### src/core/uaf_defs.vh
/*
 * Register map, field positions, reset values and modes of the dual-port
 * receive address filter.
 * Assumes a classic Wishbone slave with 32-bit data, byte addresses = word index * 4.
 */
// Contract
// (RULE_01) Framing check only in modes 1, 2, 3
// (RULE_02) Missing stop bit sets framing error flag
// (RULE_03) Control bit 7 selects mode bit or flag
// (RULE_04) Framing flag sticky, cleared only by software
// (RULE_05) Modes 2/3 with enable: ninth bit gates interrupt
// (RULE_06) Sender marks address bytes with ninth bit one
// (RULE_07) Mode 0 ignores multiprocessor enable
// (RULE_08) Mode 1 with enable needs valid stop
// (RULE_09) Enable set: receive flag only on match
// (RULE_10) Mode 1: stop bit acts as ninth bit
// (RULE_11) Given address is own AND mask
// (RULE_12) Broadcast address is own OR mask
// (RULE_13) Address and mask reset to zero
// (RULE_14) Port 1 has its own pair
// (RULE_15) Load only when flag clear and qualified
// (RULE_16) Match on Given or Broadcast address
`ifndef UAF_DEFS_VH
`define UAF_DEFS_VH

// ----------------------------------------------------------------
// Register indices (byte address = index * 4)
// ----------------------------------------------------------------
`define UAF_IDX_U0_ADDR 8'ha9
`define UAF_IDX_U0_MASK 8'hb9
`define UAF_IDX_U1_MASK 8'hba
`define UAF_IDX_U1_ADDR 8'hbb
`define UAF_IDX_CTRL0 8'hc0
`define UAF_IDX_CTRL1 8'hc1
`define UAF_IDX_PWR 8'hc2
`define UAF_IDX_BUF0 8'hc3
`define UAF_IDX_BUF1 8'hc4
`define UAF_IDX_IRQ_STAT 8'hc5
`define UAF_IDX_IRQ_MASK 8'hc6

// ----------------------------------------------------------------
// Fields and reset values
// ----------------------------------------------------------------
`define UAF_CTL_RX_FLAG 0
`define UAF_CTL_NINTH 2
`define UAF_CTL_MP_EN 5
`define UAF_CTL_MODE_LO 6
`define UAF_CTL_MODE_HI 7
`define UAF_PWR_FE_SEL 6
`define UAF_RST_BYTE 8'h00
`define UAF_IRQ_RX0 0
`define UAF_IRQ_RX1 1
`define UAF_IRQ_FE0 2
`define UAF_IRQ_FE1 3

`endif

### src/core/uaf_filter.v
/*
 * Receive qualification for two serial ports: framing error flags,
 * multiprocessor ninth-bit filtering and hardware address recognition,
 * with a Wishbone classic register file and one level interrupt.
 * Assumes the receive shifters deliver a one-cycle frame-done pulse with
 * data, ninth bit and stop validity, all in the CLOCK domain.
 */
// The Wishbone register port was left to the implementer.
`timescale 1ns/1ps
`include "uaf_defs.vh"

module uaf_filter (
    input wire CLOCK,
    input wire RST,
    input wire [7:0] WB_ADR_I,
    input wire [31:0] WB_DAT_I,
    input wire [3:0] WB_SEL_I,
    input wire WB_WE_I,
    input wire WB_CYC_I,
    input wire WB_STB_I,
    output reg [31:0] WB_DAT_O,
    output reg WB_ACK_O,
    input wire [1:0] RX_DONE,
    input wire [15:0] RX_DATA,
    input wire [1:0] RX_NINTH,
    input wire [1:0] RX_STOP_OK,
    output reg [1:0] RX_ACCEPT,
    output reg IRQ
);

    // ----------------------------------------------------------------
    // Address recognition
    // ----------------------------------------------------------------
    // Given: own&mask cares where mask=1; broadcast: own|mask cares where 1
    function addr_match;
        input [7:0] rx;
        input [7:0] own;
        input [7:0] msk;
        reg [7:0] given;
        reg [7:0] bcast;
        begin
            given = own & msk; // [RULE_11]
            bcast = own | msk; // [RULE_12]
            addr_match = (((rx ^ given) & msk) == 8'h00) || // [RULE_16]
                         (((rx ^ bcast) & bcast) == 8'h00);
        end
    endfunction

    // Decides whether a finished frame loads the port
    function frame_ok;
        input [7:0] ctl;
        input [7:0] rx;
        input ninth;
        input stop_ok;
        input [7:0] own;
        input [7:0] msk;
        reg [1:0] mode;
        reg ninth_eff;
        begin
            mode = {ctl[`UAF_CTL_MODE_HI], ctl[`UAF_CTL_MODE_LO]};
            // Mode 1 has no ninth bit; the stop bit stands in for it
            ninth_eff = (mode == 2'd1) ? stop_ok : ninth; // [RULE_10] [RULE_08]
            if (ctl[`UAF_CTL_RX_FLAG])
                frame_ok = 1'b0; // [RULE_15]
            else if (mode == 2'd0 || !ctl[`UAF_CTL_MP_EN])
                frame_ok = 1'b1; // [RULE_07]
            else
                frame_ok = ninth_eff && addr_match(rx, own, msk); // [RULE_05] [RULE_09]
        end
    endfunction

    // ----------------------------------------------------------------
    // State
    // ----------------------------------------------------------------
    reg [7:0] u0_addr_r;
    reg [7:0] u0_mask_r;
    reg [7:0] u1_addr_r;
    reg [7:0] u1_mask_r;
    reg [7:0] ctl0_r;
    reg [7:0] ctl1_r;
    reg [7:0] pwr_r;
    reg [1:0] fe_r;
    reg [7:0] buf0_r;
    reg [7:0] buf1_r;
    reg [3:0] irq_stat_r;
    reg [3:0] irq_mask_r;

    wire req = WB_CYC_I && WB_STB_I && !WB_ACK_O;
    wire wr = req && WB_WE_I && WB_SEL_I[0];
    wire [7:0] wd = WB_DAT_I[7:0];
    wire fe_sel = pwr_r[`UAF_PWR_FE_SEL];
    wire wr_ctl0 = wr && WB_ADR_I == `UAF_IDX_CTRL0;
    wire wr_ctl1 = wr && WB_ADR_I == `UAF_IDX_CTRL1;
    wire wr_stat = wr && WB_ADR_I == `UAF_IDX_IRQ_STAT;
    wire [1:0] load;
    wire [1:0] fe_evt;

    assign load[0] = RX_DONE[0] && frame_ok(ctl0_r, RX_DATA[7:0], RX_NINTH[0], RX_STOP_OK[0], u0_addr_r, u0_mask_r);
    assign load[1] = RX_DONE[1] && frame_ok(ctl1_r, RX_DATA[15:8], RX_NINTH[1], RX_STOP_OK[1], u1_addr_r, u1_mask_r);
    // Framing check skipped in mode 0, which has no stop bit
    assign fe_evt[0] = RX_DONE[0] && !RX_STOP_OK[0] && // [RULE_01] [RULE_02]
                       ({ctl0_r[`UAF_CTL_MODE_HI], ctl0_r[`UAF_CTL_MODE_LO]} != 2'd0);
    assign fe_evt[1] = RX_DONE[1] && !RX_STOP_OK[1] &&
                       ({ctl1_r[`UAF_CTL_MODE_HI], ctl1_r[`UAF_CTL_MODE_LO]} != 2'd0);

    // ----------------------------------------------------------------
    // Register writes and frame loading
    // ----------------------------------------------------------------
    // Hardware set beats software clear on every flag
    always @(posedge CLOCK) begin
        if (RST) begin
            u0_addr_r <= `UAF_RST_BYTE; // [RULE_13]
            u0_mask_r <= `UAF_RST_BYTE;
            u1_addr_r <= `UAF_RST_BYTE; // [RULE_14]
            u1_mask_r <= `UAF_RST_BYTE;
            ctl0_r <= `UAF_RST_BYTE;
            ctl1_r <= `UAF_RST_BYTE;
            pwr_r <= `UAF_RST_BYTE;
            fe_r <= 2'b00;
            buf0_r <= `UAF_RST_BYTE;
            buf1_r <= `UAF_RST_BYTE;
            irq_stat_r <= 4'h0;
            irq_mask_r <= 4'h0;
        end else begin
            if (wr && WB_ADR_I == `UAF_IDX_U0_ADDR) u0_addr_r <= wd;
            if (wr && WB_ADR_I == `UAF_IDX_U0_MASK) u0_mask_r <= wd;
            if (wr && WB_ADR_I == `UAF_IDX_U1_ADDR) u1_addr_r <= wd;
            if (wr && WB_ADR_I == `UAF_IDX_U1_MASK) u1_mask_r <= wd;
            if (wr && WB_ADR_I == `UAF_IDX_PWR) pwr_r <= wd;
            if (wr && WB_ADR_I == `UAF_IDX_IRQ_MASK) irq_mask_r <= wd[3:0];
            // Bit 7 goes to the mode bit or the flag per the select
            if (wr_ctl0) begin
                ctl0_r[6:0] <= wd[6:0];
                if (!fe_sel) ctl0_r[7] <= wd[7]; // [RULE_03]
            end
            if (wr_ctl1) begin
                ctl1_r[6:0] <= wd[6:0];
                if (!fe_sel) ctl1_r[7] <= wd[7];
            end
            // Flag survives good frames; only a software write clears it
            fe_r[0] <= fe_evt[0] | ((wr_ctl0 && fe_sel) ? wd[7] : fe_r[0]); // [RULE_04]
            fe_r[1] <= fe_evt[1] | ((wr_ctl1 && fe_sel) ? wd[7] : fe_r[1]);
            if (load[0]) begin
                buf0_r <= RX_DATA[7:0]; // [RULE_15]
                ctl0_r[`UAF_CTL_NINTH] <= RX_NINTH[0];
                ctl0_r[`UAF_CTL_RX_FLAG] <= 1'b1;
            end
            if (load[1]) begin
                buf1_r <= RX_DATA[15:8];
                ctl1_r[`UAF_CTL_NINTH] <= RX_NINTH[1];
                ctl1_r[`UAF_CTL_RX_FLAG] <= 1'b1;
            end
            irq_stat_r <= (irq_stat_r & ~(wr_stat ? wd[3:0] : 4'h0)) | {fe_evt, load};
        end
    end

    // ----------------------------------------------------------------
    // Bus answer and outputs
    // ----------------------------------------------------------------
    // One registered answer, acked the cycle after the strobe; unmapped reads return zero
    always @(posedge CLOCK) begin
        if (RST) begin
            WB_ACK_O <= 1'b0;
            WB_DAT_O <= 32'h0;
            RX_ACCEPT <= 2'b00;
            IRQ <= 1'b0;
        end else begin
            WB_ACK_O <= req;
            RX_ACCEPT <= load;
            IRQ <= |(irq_stat_r & irq_mask_r);
            WB_DAT_O <= 32'h0;
            if (req && !WB_WE_I) begin
                case (WB_ADR_I)
                    `UAF_IDX_U0_ADDR: WB_DAT_O <= {24'h0, u0_addr_r};
                    `UAF_IDX_U0_MASK: WB_DAT_O <= {24'h0, u0_mask_r};
                    `UAF_IDX_U1_ADDR: WB_DAT_O <= {24'h0, u1_addr_r};
                    `UAF_IDX_U1_MASK: WB_DAT_O <= {24'h0, u1_mask_r};
                    `UAF_IDX_CTRL0: WB_DAT_O <= {24'h0, fe_sel ? fe_r[0] : ctl0_r[7], ctl0_r[6:0]}; // [RULE_03]
                    `UAF_IDX_CTRL1: WB_DAT_O <= {24'h0, fe_sel ? fe_r[1] : ctl1_r[7], ctl1_r[6:0]};
                    `UAF_IDX_PWR: WB_DAT_O <= {24'h0, pwr_r};
                    `UAF_IDX_BUF0: WB_DAT_O <= {24'h0, buf0_r};
                    `UAF_IDX_BUF1: WB_DAT_O <= {24'h0, buf1_r};
                    `UAF_IDX_IRQ_STAT: WB_DAT_O <= {28'h0, irq_stat_r};
                    `UAF_IDX_IRQ_MASK: WB_DAT_O <= {28'h0, irq_mask_r};
                    default: WB_DAT_O <= 32'h0;
                endcase
            end
        end
    end

endmodule // uaf_filter

### config.mk
export PLATFORM = sky130hd
export DESIGN_NAME = uaf_filter
export DESIGN_NICKNAME = d
export VERILOG_FILES = /design/src/core/uaf_filter.v
export VERILOG_INCLUDE_DIRS = /design/src /design/src/core
export SDC_FILE = /design/constraint.sdc
export NUM_CORES = 1
export LEC_CHECK = 0
export BUFFER_PORTS_ARGS = -buffer_cell sky130_fd_sc_hd__buf_2
export CORE_ASPECT_RATIO = 1.1
export CORE_MARGIN = 3
export CORE_UTILIZATION = 51
export CTS_BUF_LIST = sky130_fd_sc_hd__clkbuf_8
export CTS_CLUSTER_DIAMETER = 30
export DETAILED_ROUTE_END_ITERATION = 10
export PLACE_DENSITY = 0.78
export SLEW_MARGIN = 20
export SYNTH_ARGS = -nofsm -noshare
export SYNTH_HDL_FRONTEND = slang
export SYNTH_SLANG_ARGS = --single-unit
### constraint.sdc
create_clock -name CLOCK -period 1.5 [get_ports CLOCK]
set_input_delay 0 -clock CLOCK [delete_from_list [all_inputs] [get_ports CLOCK]]
set_output_delay 0 -clock CLOCK [all_outputs]
set_load 0.01 [all_outputs]
# After elaboration in Yosys (flattened, before gate mapping)
# Cells that the tools add are included.
# Widths: inputs -> output; s select.
[op_classes]
mux = 18
add_sub_neg = 0
mul = 0
n_lt_le_gt_ge = 0
reduce_logical = 48
div_mod_pow = 0
eq_ne = 13
shifts = 0
bitwise_logic = 20
[op_table]
columns = ["op", "count"]
rows = [
  ["$eq 8x8->1 const B", 11],
  ["$pmux 8 s11", 1],
  ["$and 8x8->8", 6],
  ["$logic_not 8->1", 4],
  ["$xor 8x8->8", 4],
  ["$logic_and 1x1->1", 24],
  ["$or 8x8->8", 2],
  ["$mux 1", 14],
  ["$and 4x4->4", 2],
  ["$reduce_bool 2->1", 4],
  ["$logic_not 1->1", 6],
  ["$mux 3", 2],
  ["$eq 2x1->1 const B", 2],
  ["$logic_not 2->1", 2],
  ["$logic_or 1x1->1", 4],
  ["$mux 4", 1],
  ["$not 4->4", 1],
  ["$or 4x4->4", 1],
  ["$reduce_and 2->1", 2],
  ["$reduce_or 4->1", 1],
  ["$not 1->1", 2],
  ["$or 1x1->1", 2],
  ["$reduce_or 2->1", 1],
]
[totals]
ff_bits = 118
elab_cells = 119
latch_bits = 0
mem_bits_rw = 0
input_bits = 71
n_memories = 0
rom_bits = 0

# Depth between registers and ports, before layout
# Gate-level depths: netlist of run 1.
[depth]
depth_word = 10
ltp_mapped = 7
mapped_depth_nobuf = 5

# Worst setup path before layout of run 1
# OpenSTA, ideal clock, no wires.
[synth_path]
path_type = "register to register"
from = "register WB_ACK_O"
to = "register u0_addr_r[6]"
t_arrival_ps = 1566
required_ps = 1368
synth_period_minus_slack_ps = 1698
path_buffers = 1
path_stages_with_launch = 7
setup_ps = 132
slack_ps = -198
cell_sequence = "dfxtp_1 > nand3b_1 > nor2_2 > clkbuf_1 > nand2_1 > nand2_1 > a21oi_1"
[synth_between]
elab_chain_len = 5
[synth_rtl]
columns = ["element", "line_no", "text"]
rows = [
  ["from (decl)", "uaf_filter.v:22", "output reg WB_ACK_O,"],
  ["from (signal assigned)", "uaf_filter.v:168", "WB_ACK_O <= req;"],
  ["$logic_not 1->1", "uaf_filter.v:88", "wire req = WB_CYC_I && WB_STB_I && !WB_ACK_O;"],
  ["$logic_and 1x1->1", "uaf_filter.v:88", ""],
  ["$logic_and 1x1->1 (2 in a row)", "uaf_filter.v:89", "wire wr = req && WB_WE_I && WB_SEL_I[0];"],
  ["$logic_and 1x1->1 (no line)", "n/a", ""],
  ["to (signal assigned)", "uaf_filter.v:112", "u0_addr_r <= `UAF_RST_BYTE;"],
  ["to (signal assigned)", "uaf_filter.v:125", "if (wr && WB_ADR_I == `UAF_IDX_U0_ADDR) u0_addr_r <= wd;"],
  ["to (decl)", "uaf_filter.v:75", "reg [7:0] u0_addr_r;"],
]
# No other way between the ends.
# A chain may end at the register's enable or synchronous reset.

# Worst setup path after layout of run 1
[layout_path]
from = "register WB_ACK_O"
to = "register WB_DAT_O[5]"
[layout_between]
elab_chain_len = 5
[layout_rtl]
columns = ["element", "line_no", "text"]
rows = [
  ["$logic_not 1->1", "uaf_filter.v:88", ""],
  ["$logic_and 1x1->1", "uaf_filter.v:88", ""],
  ["$logic_and 1x1->1", "uaf_filter.v:172", "if (req && !WB_WE_I) begin"],
  ["$not 1->1 (no line)", "n/a", ""],
  ["$reduce_or 2->1 (no line)", "n/a", ""],
  ["to (signal assigned)", "uaf_filter.v:174", "`UAF_IDX_U0_ADDR: WB_DAT_O <= {24'h0, u0_addr_r};"],
  ["to (signal assigned)", "uaf_filter.v:175", "`UAF_IDX_U0_MASK: WB_DAT_O <= {24'h0, u0_mask_r};"],
  ["to (signal assigned)", "uaf_filter.v:176", "`UAF_IDX_U1_ADDR: WB_DAT_O <= {24'h0, u1_addr_r};"],
  ["to (decl)", "uaf_filter.v:21", "output reg [31:0] WB_DAT_O,"],
]
# No other way between the ends.

==> results of run 1 <==
## repair_timing
action                                 4_1_cts  5_1_grt
endpoints found under the hold margin       30        0
gates resized for setup                     52       53
setup buffers                                7        5
setup endpoints to repair                   90       92
gates cloned                                 0        1
hold buffers                                25        0
pin swaps                                   28       40
## layer usage
layer	vias to the layer above	GRT usage	share of wire
met3	83	0.04378	0.079
met1	2306	0.3743	0.39
met2	273	0.4786	0.47
li1	2224	-	-
met4	0	0.1541	0.056
met5	-	0	0
## state kept, by name (all words and copies together), names as in the netlist, 4 cells and up
signal / count
pwr_r: 8
buf1_r: 8
u0_mask_r: 8
WB_DAT_O: 8
ctl1_r: 8
u0_addr_r: 8
buf0_r: 8
irq_stat_r: 4
ctl0_r: 8
irq_mask_r: 4
u1_mask_r: 8
u1_addr_r: 8
## metrics by stage
| step | total power [mW] | setup slack (ns) | cells | hold WS, ns |
|---|---|---|---|---|
| 2_1_floorplan | 2.948 | -0.09264 | 588 | 0.1405 |
| 3_3_place_gp | 3.115 | -0.1826 | 769 | 0.2811 |
| 3_5_place_dp | 3.126 | -0.2548 | 769 | 0.2866 |
| 4_1_cts | 4.809 | -0.2338 | 817 | 0.005836 |
| 5_1_grt | 4.982 | -0.3071 | 821 | 0.02598 |
| 6_report | 4.843 | -0.2618 | 821 | 0.01667 |
## cell families after synthesis
kind of cell | Yosys count
compound gates | 114
simple gates | 195
buf+inv | 69
flops | 94
other cells | 1
xor+xnor | 16
mux | 76
## worst min path at each step
stage | from | to | slack, ns | depth (start not counted)
global placement | RX_DATA[4] | buf0_r[4] | 0.28 | 3
CTS | RX_NINTH[1] | ctl1_r[2] | 0.006 | 3
finish | RX_DONE[0] | irq_stat_r[2] | 0.02 | 3
global route | RX_NINTH[1] | ctl1_r[2] | 0.03 | 3
floorplan | WB_DAT_I[4] | ctl0_r[4] | 0.14 | 2
detailed placement | RX_DATA[4] | buf0_r[4] | 0.29 | 3
## power breakdown
part | switching, mW | leakage [nW] | internal, mW
clock | 0.924 | 0.0986 | 0.742
combinational | 0.348 | 2.02 | 0.251
sequential | 0.0405 | 0.770 | 2.54
total | 1.31 | 2.89 | 3.53
## synthesized netlist by cell type, drive strengths merged (3+ instances only)
| library cell | instances | share of area |
|---|---|---|
| a21oi | 27 | 0.027 |
| a221oi | 3 | 0.0053 |
| a22o | 8 | 0.014 |
| a22oi | 16 | 0.024 |
| a31oi | 8 | 0.010 |
| and3 | 9 | 0.011 |
| and3b | 6 | 0.011 |
| and4 | 4 | 0.0071 |
| buf | 38 | 0.052 |
| clkbuf | 23 | 0.017 |
| dfxtp | 94 | 0.38 |
| inv | 8 | 0.0061 |
| mux2 | 10 | 0.023 |
| mux2i | 63 | 0.13 |
| mux4 | 3 | 0.014 |
| nand2 | 65 | 0.049 |
| nand3 | 15 | 0.022 |
| nor2 | 60 | 0.046 |
| nor2b | 11 | 0.014 |
| nor3 | 4 | 0.0040 |
| nor3b | 7 | 0.012 |
| o211ai | 6 | 0.0091 |
| o21ai | 20 | 0.020 |
| o21bai | 7 | 0.011 |
| o22ai | 4 | 0.0051 |
| o2bb2ai | 4 | 0.0071 |
| or3 | 4 | 0.0051 |
| xor2 | 16 | 0.028 |
## cell type report
| type | instances | area [sq um] |
|---|---|---|
| multi-input cells | 425 | 3088 |
| clock inverters | 4 | 30.03 |
| clock buffers | 12 | 165.2 |
| repair buffers | 161 | 1245 |
| flip-flops and latches | 94 | 1904 |
| fillers | 672 | 2789 |
| inverters | 8 | 30.03 |
| well taps | 117 | 146.4 |
## worst max-delay path, stage by stage (launching register included)
cell and delay [ns]:
dfxtp_2 0.32, nand3b_1 0.28, buf_4 0.21, or3_4 0.34
a211o_4 0.32, a31oi_1 0.21
==> results.md, run 1 <==
- Seq/Total Area, Yosys: 0.3800
- Post-synthesis instance area: ~5000 sq um
- MaxCap Viol Count: 0
- FF+latch count, synth: 94
- Largest net degree at the start of global routing: 74
- Violated checks: setup timing
- Max-slew violations: 0
- Layout Area Growth over Synthesis: 33.45%
- Critical path type: flop to flop
- Req. time, crit path: 1.79 ns
- Fmax: ~570 MHz
- XOR/XNOR Fraction of Synth Area: 0.02830
- Crit. Startpoint: WB_ACK_O
- Sink Count: 94
- Final WL: between 15000 and 20000 um
- Die W: between 90 and 100 um
- Setup WS post-layout: -0.2618 ns
- Simple-gate share of the synthesized area: 0.1996
- Reg-to-reg startpoint: WB_ACK_O
- CTS Buffer Depth: 2
- Worst-Margin Slew: between 0.5 and 0.6 ns
- Worst VDD drop: about 0.00050 V
- Antenna cells: 0
- Core area: 9398 sq um
- Combinational family with the most area after synthesis: simple AND/OR/NAND/NOR gates
- Clk slew on worst S/H paths: around 0.1 ns
- Total GRT Usage: 0.2928
- H-tree depth: 3
- Initial antenna violation count: 0
- Area fraction in compound gates after synthesis: 0.1521
- Post-Synth Adder-Cell Area: 0
- R2r endpoint: WB_DAT_O[5]
- Later-pin clock latency in the skew report: approximately 0.38 ns
- Endpoints failing setup: 90
- CP startpoint kind: flop
- Cell area after layout: between 6000 and 7000 sq um
- Hold Path Class: input port to flop
- CP arrival: around 2.1 ns
- Slew margin rel.: 0.6501
- Core Util, Final: 0.7032
- Wire per inst: 20.03 um
- DR DRC count: 0
- Cell Area, Placed: 5694 sq um
- I/O pin count: approximately 110
- Clock Tree Root: clkbuf_8
- Ys async rst share: 0
- CP endpoint kind: flop
- Syn_area_per_cell: between 8 and 9 sq um
- IO buf count: 55
- Commonest non-fill, non-tap cells in the layout: dfxtp_1, buf_4, mux2i_1
- Final clock skew: 0.01498 ns
- First-pass GRT wire length: about 24000 um
- Status: finished, violations left
- Mux cell area share after synthesis: 0.1637
- Pre-Repair DR Iteration Count: 5
- Vias in the first global route: roughly 4600
- CP endpoint: WB_DAT_O[5]
- CP Max Fanout: 8
- Synth Instances: around 570
- Fin crit share: 1.175
- Layout cells sized above 1: 0.3509
- FP Rows: 37
- Netlist cell types: between 50 and 60
- EDFF count, synth: 0
- Vias: roughly 4900
- GR Overflow Total: 0
- Die ar.: between 10000 and 15000 sq um
- CTS tree: built
- Unrepaired setup endpoints after global routing: true
- Initial DRC count: 440
- Initial core utilization: 0.5270
- R2r setup slk: -0.26 ns
- Min cycle time layout: about 1.8 ns
- Commonest non-fill, non-tap cell in the layout: dfxtp_1
- Die height: between 100 and 150 um
- Routability Congestion: between 0.9 and 1
- Reg2reg path depth: 5
- Final #Nets: between 700 and 800
- Setup_tns: -10.70 ns
- Synth Warn #: 0
- Num CTS Buffers: 9
- Via density: around 6.0
- Final Hold Viols: 0
- Leakage Power: 2.890 nW
- Total power per unit cell area: 732.9 nW/um^2
- Routed Antenna Nets: 0
- Post-DP HPWL: 11380 um
- Main synth FF type: dfxtp_1
No activity file was read; power rests on OpenSTA's default activity.
==> inputs of run 2 (changes only) <==
Settings changed: CORE_UTILIZATION 51 to 29, PLACE_DENSITY 0.78 to 0.5.
==> run 2 against run 1 <==
The run still ends with setup timing left. Worst setup slack better by 0.035 ns. Register-to-register slack better by 0.04 ns. Sequential share of layout area down 0.76 points. Die area up 71%. Critical endpoint is now fe_r[1]. Highest routed layer unchanged. First-iteration DRC count down 25%.
==> results.md, run 2 (same netlist as run 1, synthesis figures left out) <==
- Cell Area, Placed: a little under 6000 sq um
- Vias: 4654
- Commonest non-fill, non-tap cells in the layout: buf_4, dfxtp_1, nand2_1, mux2i_1, nor2_1
- Largest net degree at the start of global routing: 47
- Die W: around 130 um
- Final WL: about 17000 um
- Leakage Power: roughly 3 nW
- GR Util met2: 0.3354
- Worst VDD drop: about 0.00034 V
- Hold Startpoint: RX_STOP_OK[0]
- Antenna cells: 0
- Final #Nets: 789
- Routability Congestion: 0.9118
- CTS tree: built
- Unrepaired setup endpoints after global routing: true
- Power consumption: around 5.1 mW
- CP endpoint kind: flop
- Routed Antenna Nets: 0
- Endpoints failing setup: 80
- Fmax: about 580 MHz
- First-pass GRT wire length: 26410 um
- Worst-Margin Slew: approximately 0.54 ns
- Commonest non-fill, non-tap cell in the layout: buf_4
- Pre-Repair DR Iteration Count: 7
- Die ar.: between 15000 and 20000 sq um
- Clock Tree Root: clkbuf_8
- Global routing's busiest layer: met2
- Core area: 16550 sq um
- Wire per inst: between 15 and 20 um
- CP startpoint kind: flop
- Final Hold Viols: 0
- Non-Filler Instances: 926
- IO buf count: 55
- Later-pin clock latency in the skew report: 0.39 ns
- Core Util, Final: 0.4103
- MaxCap Viol Count: 0
- Crit-path cells: nand3b_1, or3_4, or3_4, mux2i_1, a21oi_1
- Clk slew on worst S/H paths: ~0.09 ns
- Die height: approximately 140 um
- CTS Buffer Depth: 2
- Layout cells sized above 1: 0.3241
- Grt met1 use: 0.2263
- Slew margin rel.: 0.6424
- Critical Path Stages: 5
- M3 GR Usage: 0.02955
- Vias in the first global route: ~4700
- Reg-to-reg startpoint: WB_ACK_O
- Max-slew violations: 0
- Crit path max-delay family: simple AND/OR/NAND/NOR gates
- CP arrival: slightly below 2 ns
- Post-DP HPWL: 12940 um
- Sink Count: 94
- Critical path type: flop to flop
- Total GRT Usage: 0.1878
- Min cycle time layout: 1.727 ns
- Setup WS post-layout: -0.2265 ns
- Total power per unit cell area: 758.3 nW/um^2
- Min-Delay Path Depth: 4
- Req. time, crit path: between 1.5 and 2 ns
- Reg2reg path depth: 5
- Initial core utilization: 0.2992
- Final clock skew: between 0.01 and 0.015 ns
- Violated checks: setup timing
- Layout Area Growth over Synthesis: 37.14%
- Via density: between 5 and 6
- DP Cell Count: ~880
- Initial DRC count: between 300 and 400
- Setup Slack @ Placement: -0.3901 ns
- CP Max Fanout: 4
- Cell area after layout: ~6800 sq um
- DR DRC count: 0
- Slowest-stage cell, CP: or3_4
- GR Overflow Total: 0
- Initial antenna violation count: 0
- FP Rows: roughly 50
- Fin crit share: 1.151
- Most frequent CP cell: or3_4
- CP Buf/Inv Count: 0
- I/O pin count: between 100 and 150
- Slowest stage delay, CP: 0.41 ns
- Status: finished, violations left
- Crit. Startpoint: WB_ACK_O
- Hold Path Class: input port to flop
- Num CTS Buffers: 9
- H-tree depth: 3
-- run 2: changes by cell type in the layout (fill, tap and decap cells not counted), sizes merged --
cell	delta
dlygate4sd3	+3
clkbuf	-2
clkinv	-1
bufinv	+2
clkinvlp	-1
buf	+17
-- run 2: cell type report --
type / instances / area, sq um
Clock inverter: 4 / 70.07
Inverter: 8 / 30.03
Sequential cell: 94 / 1906
Fill cell: 1658 / 9762
Timing Repair Buffer: 180 / 1369
Multi-Input combinational cell: 425 / 3010
Tap cell: 204 / 255.2
Clock buffer: 11 / 151.4
-- run 2: worst reg2reg max path, cell delays in order, from the launching register on --
cell and delay, ns:
dfxtp_2 0.32, nand3b_1 0.28, or3_4 0.41, or3_4 0.34
mux2i_1 0.16, a21oi_1 0.08
-- run 2: final timing paths --
kind | end | slack [ns]
max | fe_r[1] | -0.23
min | irq_stat_r[2] | 0.006
max reg2reg | fe_r[1] | -0.23
min reg2reg | ctl0_r[1] | 0.47
-- run 2: through the flow --
| step | hold WS (ns) | setup TNS, ns |
|---|---|---|
| 6_report | 0.005764 | -7.756 |
| 5_1_grt | 0.01927 | -12.48 |
| 4_1_cts | 0.001399 | -5.422 |
| 3_5_place_dp | 0.3025 | -11.64 |
| 3_3_place_gp | 0.2872 | -9.721 |
| 2_1_floorplan | 0.1405 | -0.2952 |
-- run 2: report_power, final --
group          internal [mW]  total (mW)  switching, mW
combinational          0.278       0.630          0.352
clock                   1.02        1.94          0.922
sequential              2.54        2.58         0.0430
-- run 2: what timing repair did --
action | in CTS | in global routing
setup endpoints to repair | 90 | 92
pin swaps | 22 | 13
gates resized for setup | 55 | 23
endpoints found under the hold margin | 40 | 0
cloned | 0 | 1
setup buffers | 3 | 4
hold buffers | 28 | 0
-- run 2: routing by layer --
metal,vias up,share of wire,wire length (um)
met3,21,0.049,852
met2,121,0.52,9115
met5,-,0,0
li1,2259,-,-
met4,0,0.022,384
met1,2253,0.41,7073
==> inputs of run 3 (changes only) <==
Settings changed: CAP_MARGIN set to 20, SETUP_SLACK_MARGIN set to 0.02.
==> run 3 against run 2 <==
Global-route usage up 0.49 points. Utilization grew 0.11 points. Sequential share of layout area decreased by 0.096 points. Critical endpoint is now u1_addr_r[3]. Worst setup slack gained 0.055 ns. Hold slack improved by 0.024 ns. Largest power group unchanged. The flow still finishes with violations (setup timing). Largest cell class unchanged. Clock skew fell by 0.00056 ns.
==> results.md, run 3 (same netlist as run 1, synthesis figures left out) <==
- Setup Slack @ Placement: -0.2013 ns
- Worst-Margin Slew: 0.6030 ns
- CP Max Fanout: 8
- Fin crit share: 1.114
- R2r setup slk: -0.17 ns
- Multi-input logic area: 3077 sq um
- Hold Path Class: input port to flop
- Die height: 143.1 um
- CP startpoint kind: flop
- DR DRC count: 0
- Core area: 16550 sq um
- Commonest non-fill, non-tap cell in the layout: dfxtp_1
- Unrepaired setup endpoints after global routing: true
- Leakage Power: 2.956 nW
- Min cycle time layout: 1.671 ns
- IO buf count: 55
- Slew margin rel.: 0.5980
- Commonest non-fill, non-tap cells in the layout: dfxtp_1, buf_4, mux2i_1
- Initial antenna violation count: 0
- Initial core utilization: 0.2992
- Crit path max-delay family: simple AND/OR/NAND/NOR gates
- MaxCap Viol Count: 0
- Antenna cells: 0
- Via density: approximately 5.0
- Total power per unit cell area: 736.7 nW/um^2
- First-pass GRT wire length: around 27000 um
- Later-pin clock latency in the skew report: 0.39 ns
- Status: finished, violations left
- Layout Area Growth over Synthesis: 37.52%
- Critical Path Stages: 8
- Critical path type: flop to flop
- Sink Count: between 90 and 100
- I/O pin count: 107
- Vias: ~4600
- Clk slew on worst S/H paths: roughly 0.10 ns
- GR Overflow Total: 0
- Wire per inst: ~19 um
- Final clock skew: 0.01176 ns
- Layout fillers: between 1500 and 2000
- Num CTS Buffers: 9
- Die W: between 100 and 150 um
- Routability Congestion: 0.9457
- Pre-Repair DR Iteration Count: 5
- Req. time, crit path: ~1.8 ns
- CP arrival: between 1.5 and 2 ns
- Die ar.: 18680 sq um
- Layout cells sized above 1: 0.3263
- Clock Tree Root: clkbuf_8
- Routed Antenna Nets: 0
- Violated checks: setup timing
- CP endpoint kind: flop
- CTS Buffer Depth: 2
- Core Util, Final: 0.4114
- Min-Delay Path Depth: 3
- Largest net degree at the start of global routing: 74
- Crit-path cells: nand3b_1, buf_6, nor2_4, buf_12, and4_4, buf_12, mux2i_1, nor2_1
- Setup WS post-layout: -0.1714 ns
- Post-DP HPWL: 13390 um
- Vias in the first global route: around 4800
- Max-slew violations: 0
- Most frequent CP cell: buf_12
- Fmax: ~600 MHz
- FP Rows: 49
- Endpoints failing setup: between 70 and 80
- H-tree depth: 3
- CTS tree: built
- Final #Nets: 780
- Slowest-stage cell, CP: dfxtp_2
- FF+latch area: ~1900 sq um
- Final Hold Viols: 0
- Total GRT Usage: 0.1927
- Reg2reg path depth: 8
- Slowest stage delay, CP: roughly 0.32 ns
- Worst VDD drop: roughly 0.00036 V
- Setup_tns: -7.959 ns
- Initial DRC count: 310
- CP Buf/Inv Count: 3
- Final WL: approximately 18000 um
==> run 3: cell count changes in the layout (fill, tap and decap cells not counted), moves of 3 or more <==
cell	before	now
a22oi_1	16	13
a22oi_2	0	3
nand2_1	63	60
buf_8	1	4
nand2_2	1	4
o21ai_2	5	1
buf_4	83	72
dfxtp_1	77	80
o21ai_1	3	7
dfxtp_2	16	12
==> run 3: final timing paths <==
path,startpoint,end
max reg2reg,WB_ACK_O,u1_addr_r[3]
min reg2reg,ctl0_r[3],ctl0_r[3]
min,RX_DONE[0],irq_stat_r[2]
max,WB_ACK_O,u1_addr_r[3]
==> run 3: timing repair <==
item,CTS,global route
endpoints found under the hold margin,35,0
resized for setup,49,40
gates cloned,0,0
endpoints found under the setup margin,86,92
hold buffers,27,0
buffers inserted,5,5
pin swaps,28,47
==> run 3: worst register-to-register path, stage by stage, from the launching register on <==
cell and delay, ns:
dfxtp_2 0.32, nand3b_1 0.20, buf_6 0.16, nor2_4 0.13, buf_12 0.13, and4_4 0.22
buf_12 0.14, mux2i_1 0.19, nor2_1 0.06
==> run 3: cell type report <==
type	instances	area share
clock buffers	11	0.02223
flip-flops and latches	94	0.2796
well taps	204	0.03748
inverters	8	0.004409
repair buffers	171	0.1962
clock inverters	5	0.008268
multi-input cells	425	0.4518
==> run 3: metrics by stage <==
step / cells / hold WS, ns / total power [mW] / cell area [sq um]
2_1_floorplan: 588 / 0.1405 / 2.951 / 5067
3_3_place_gp: 867 / 0.2834 / 3.160 / 5902
3_5_place_dp: 867 / 0.2935 / 3.168 / 5902
4_1_cts: 914 / 0.005513 / 5.054 / 6623
5_1_grt: 918 / 0.02349 / 5.203 / 6810
6_report: 918 / 0.02993 / 5.017 / 6810
==> run 3: power breakdown <==
group | switching (mW) | internal, mW
Clock | 0.942 | 0.862
Sequential | 0.0462 | 2.54
Combinational | 0.361 | 0.270
Total | 1.35 | 3.67
==> run 3: routing by layer <==
layer,part of all wire,global-route usage,vias to the layer above
met3,0.037,0.03629,36
met1,0.42,0.2343,2218
li1,-,-,2244
met5,0,0,-
met4,0.031,0.07309,0
met2,0.51,0.3351,104
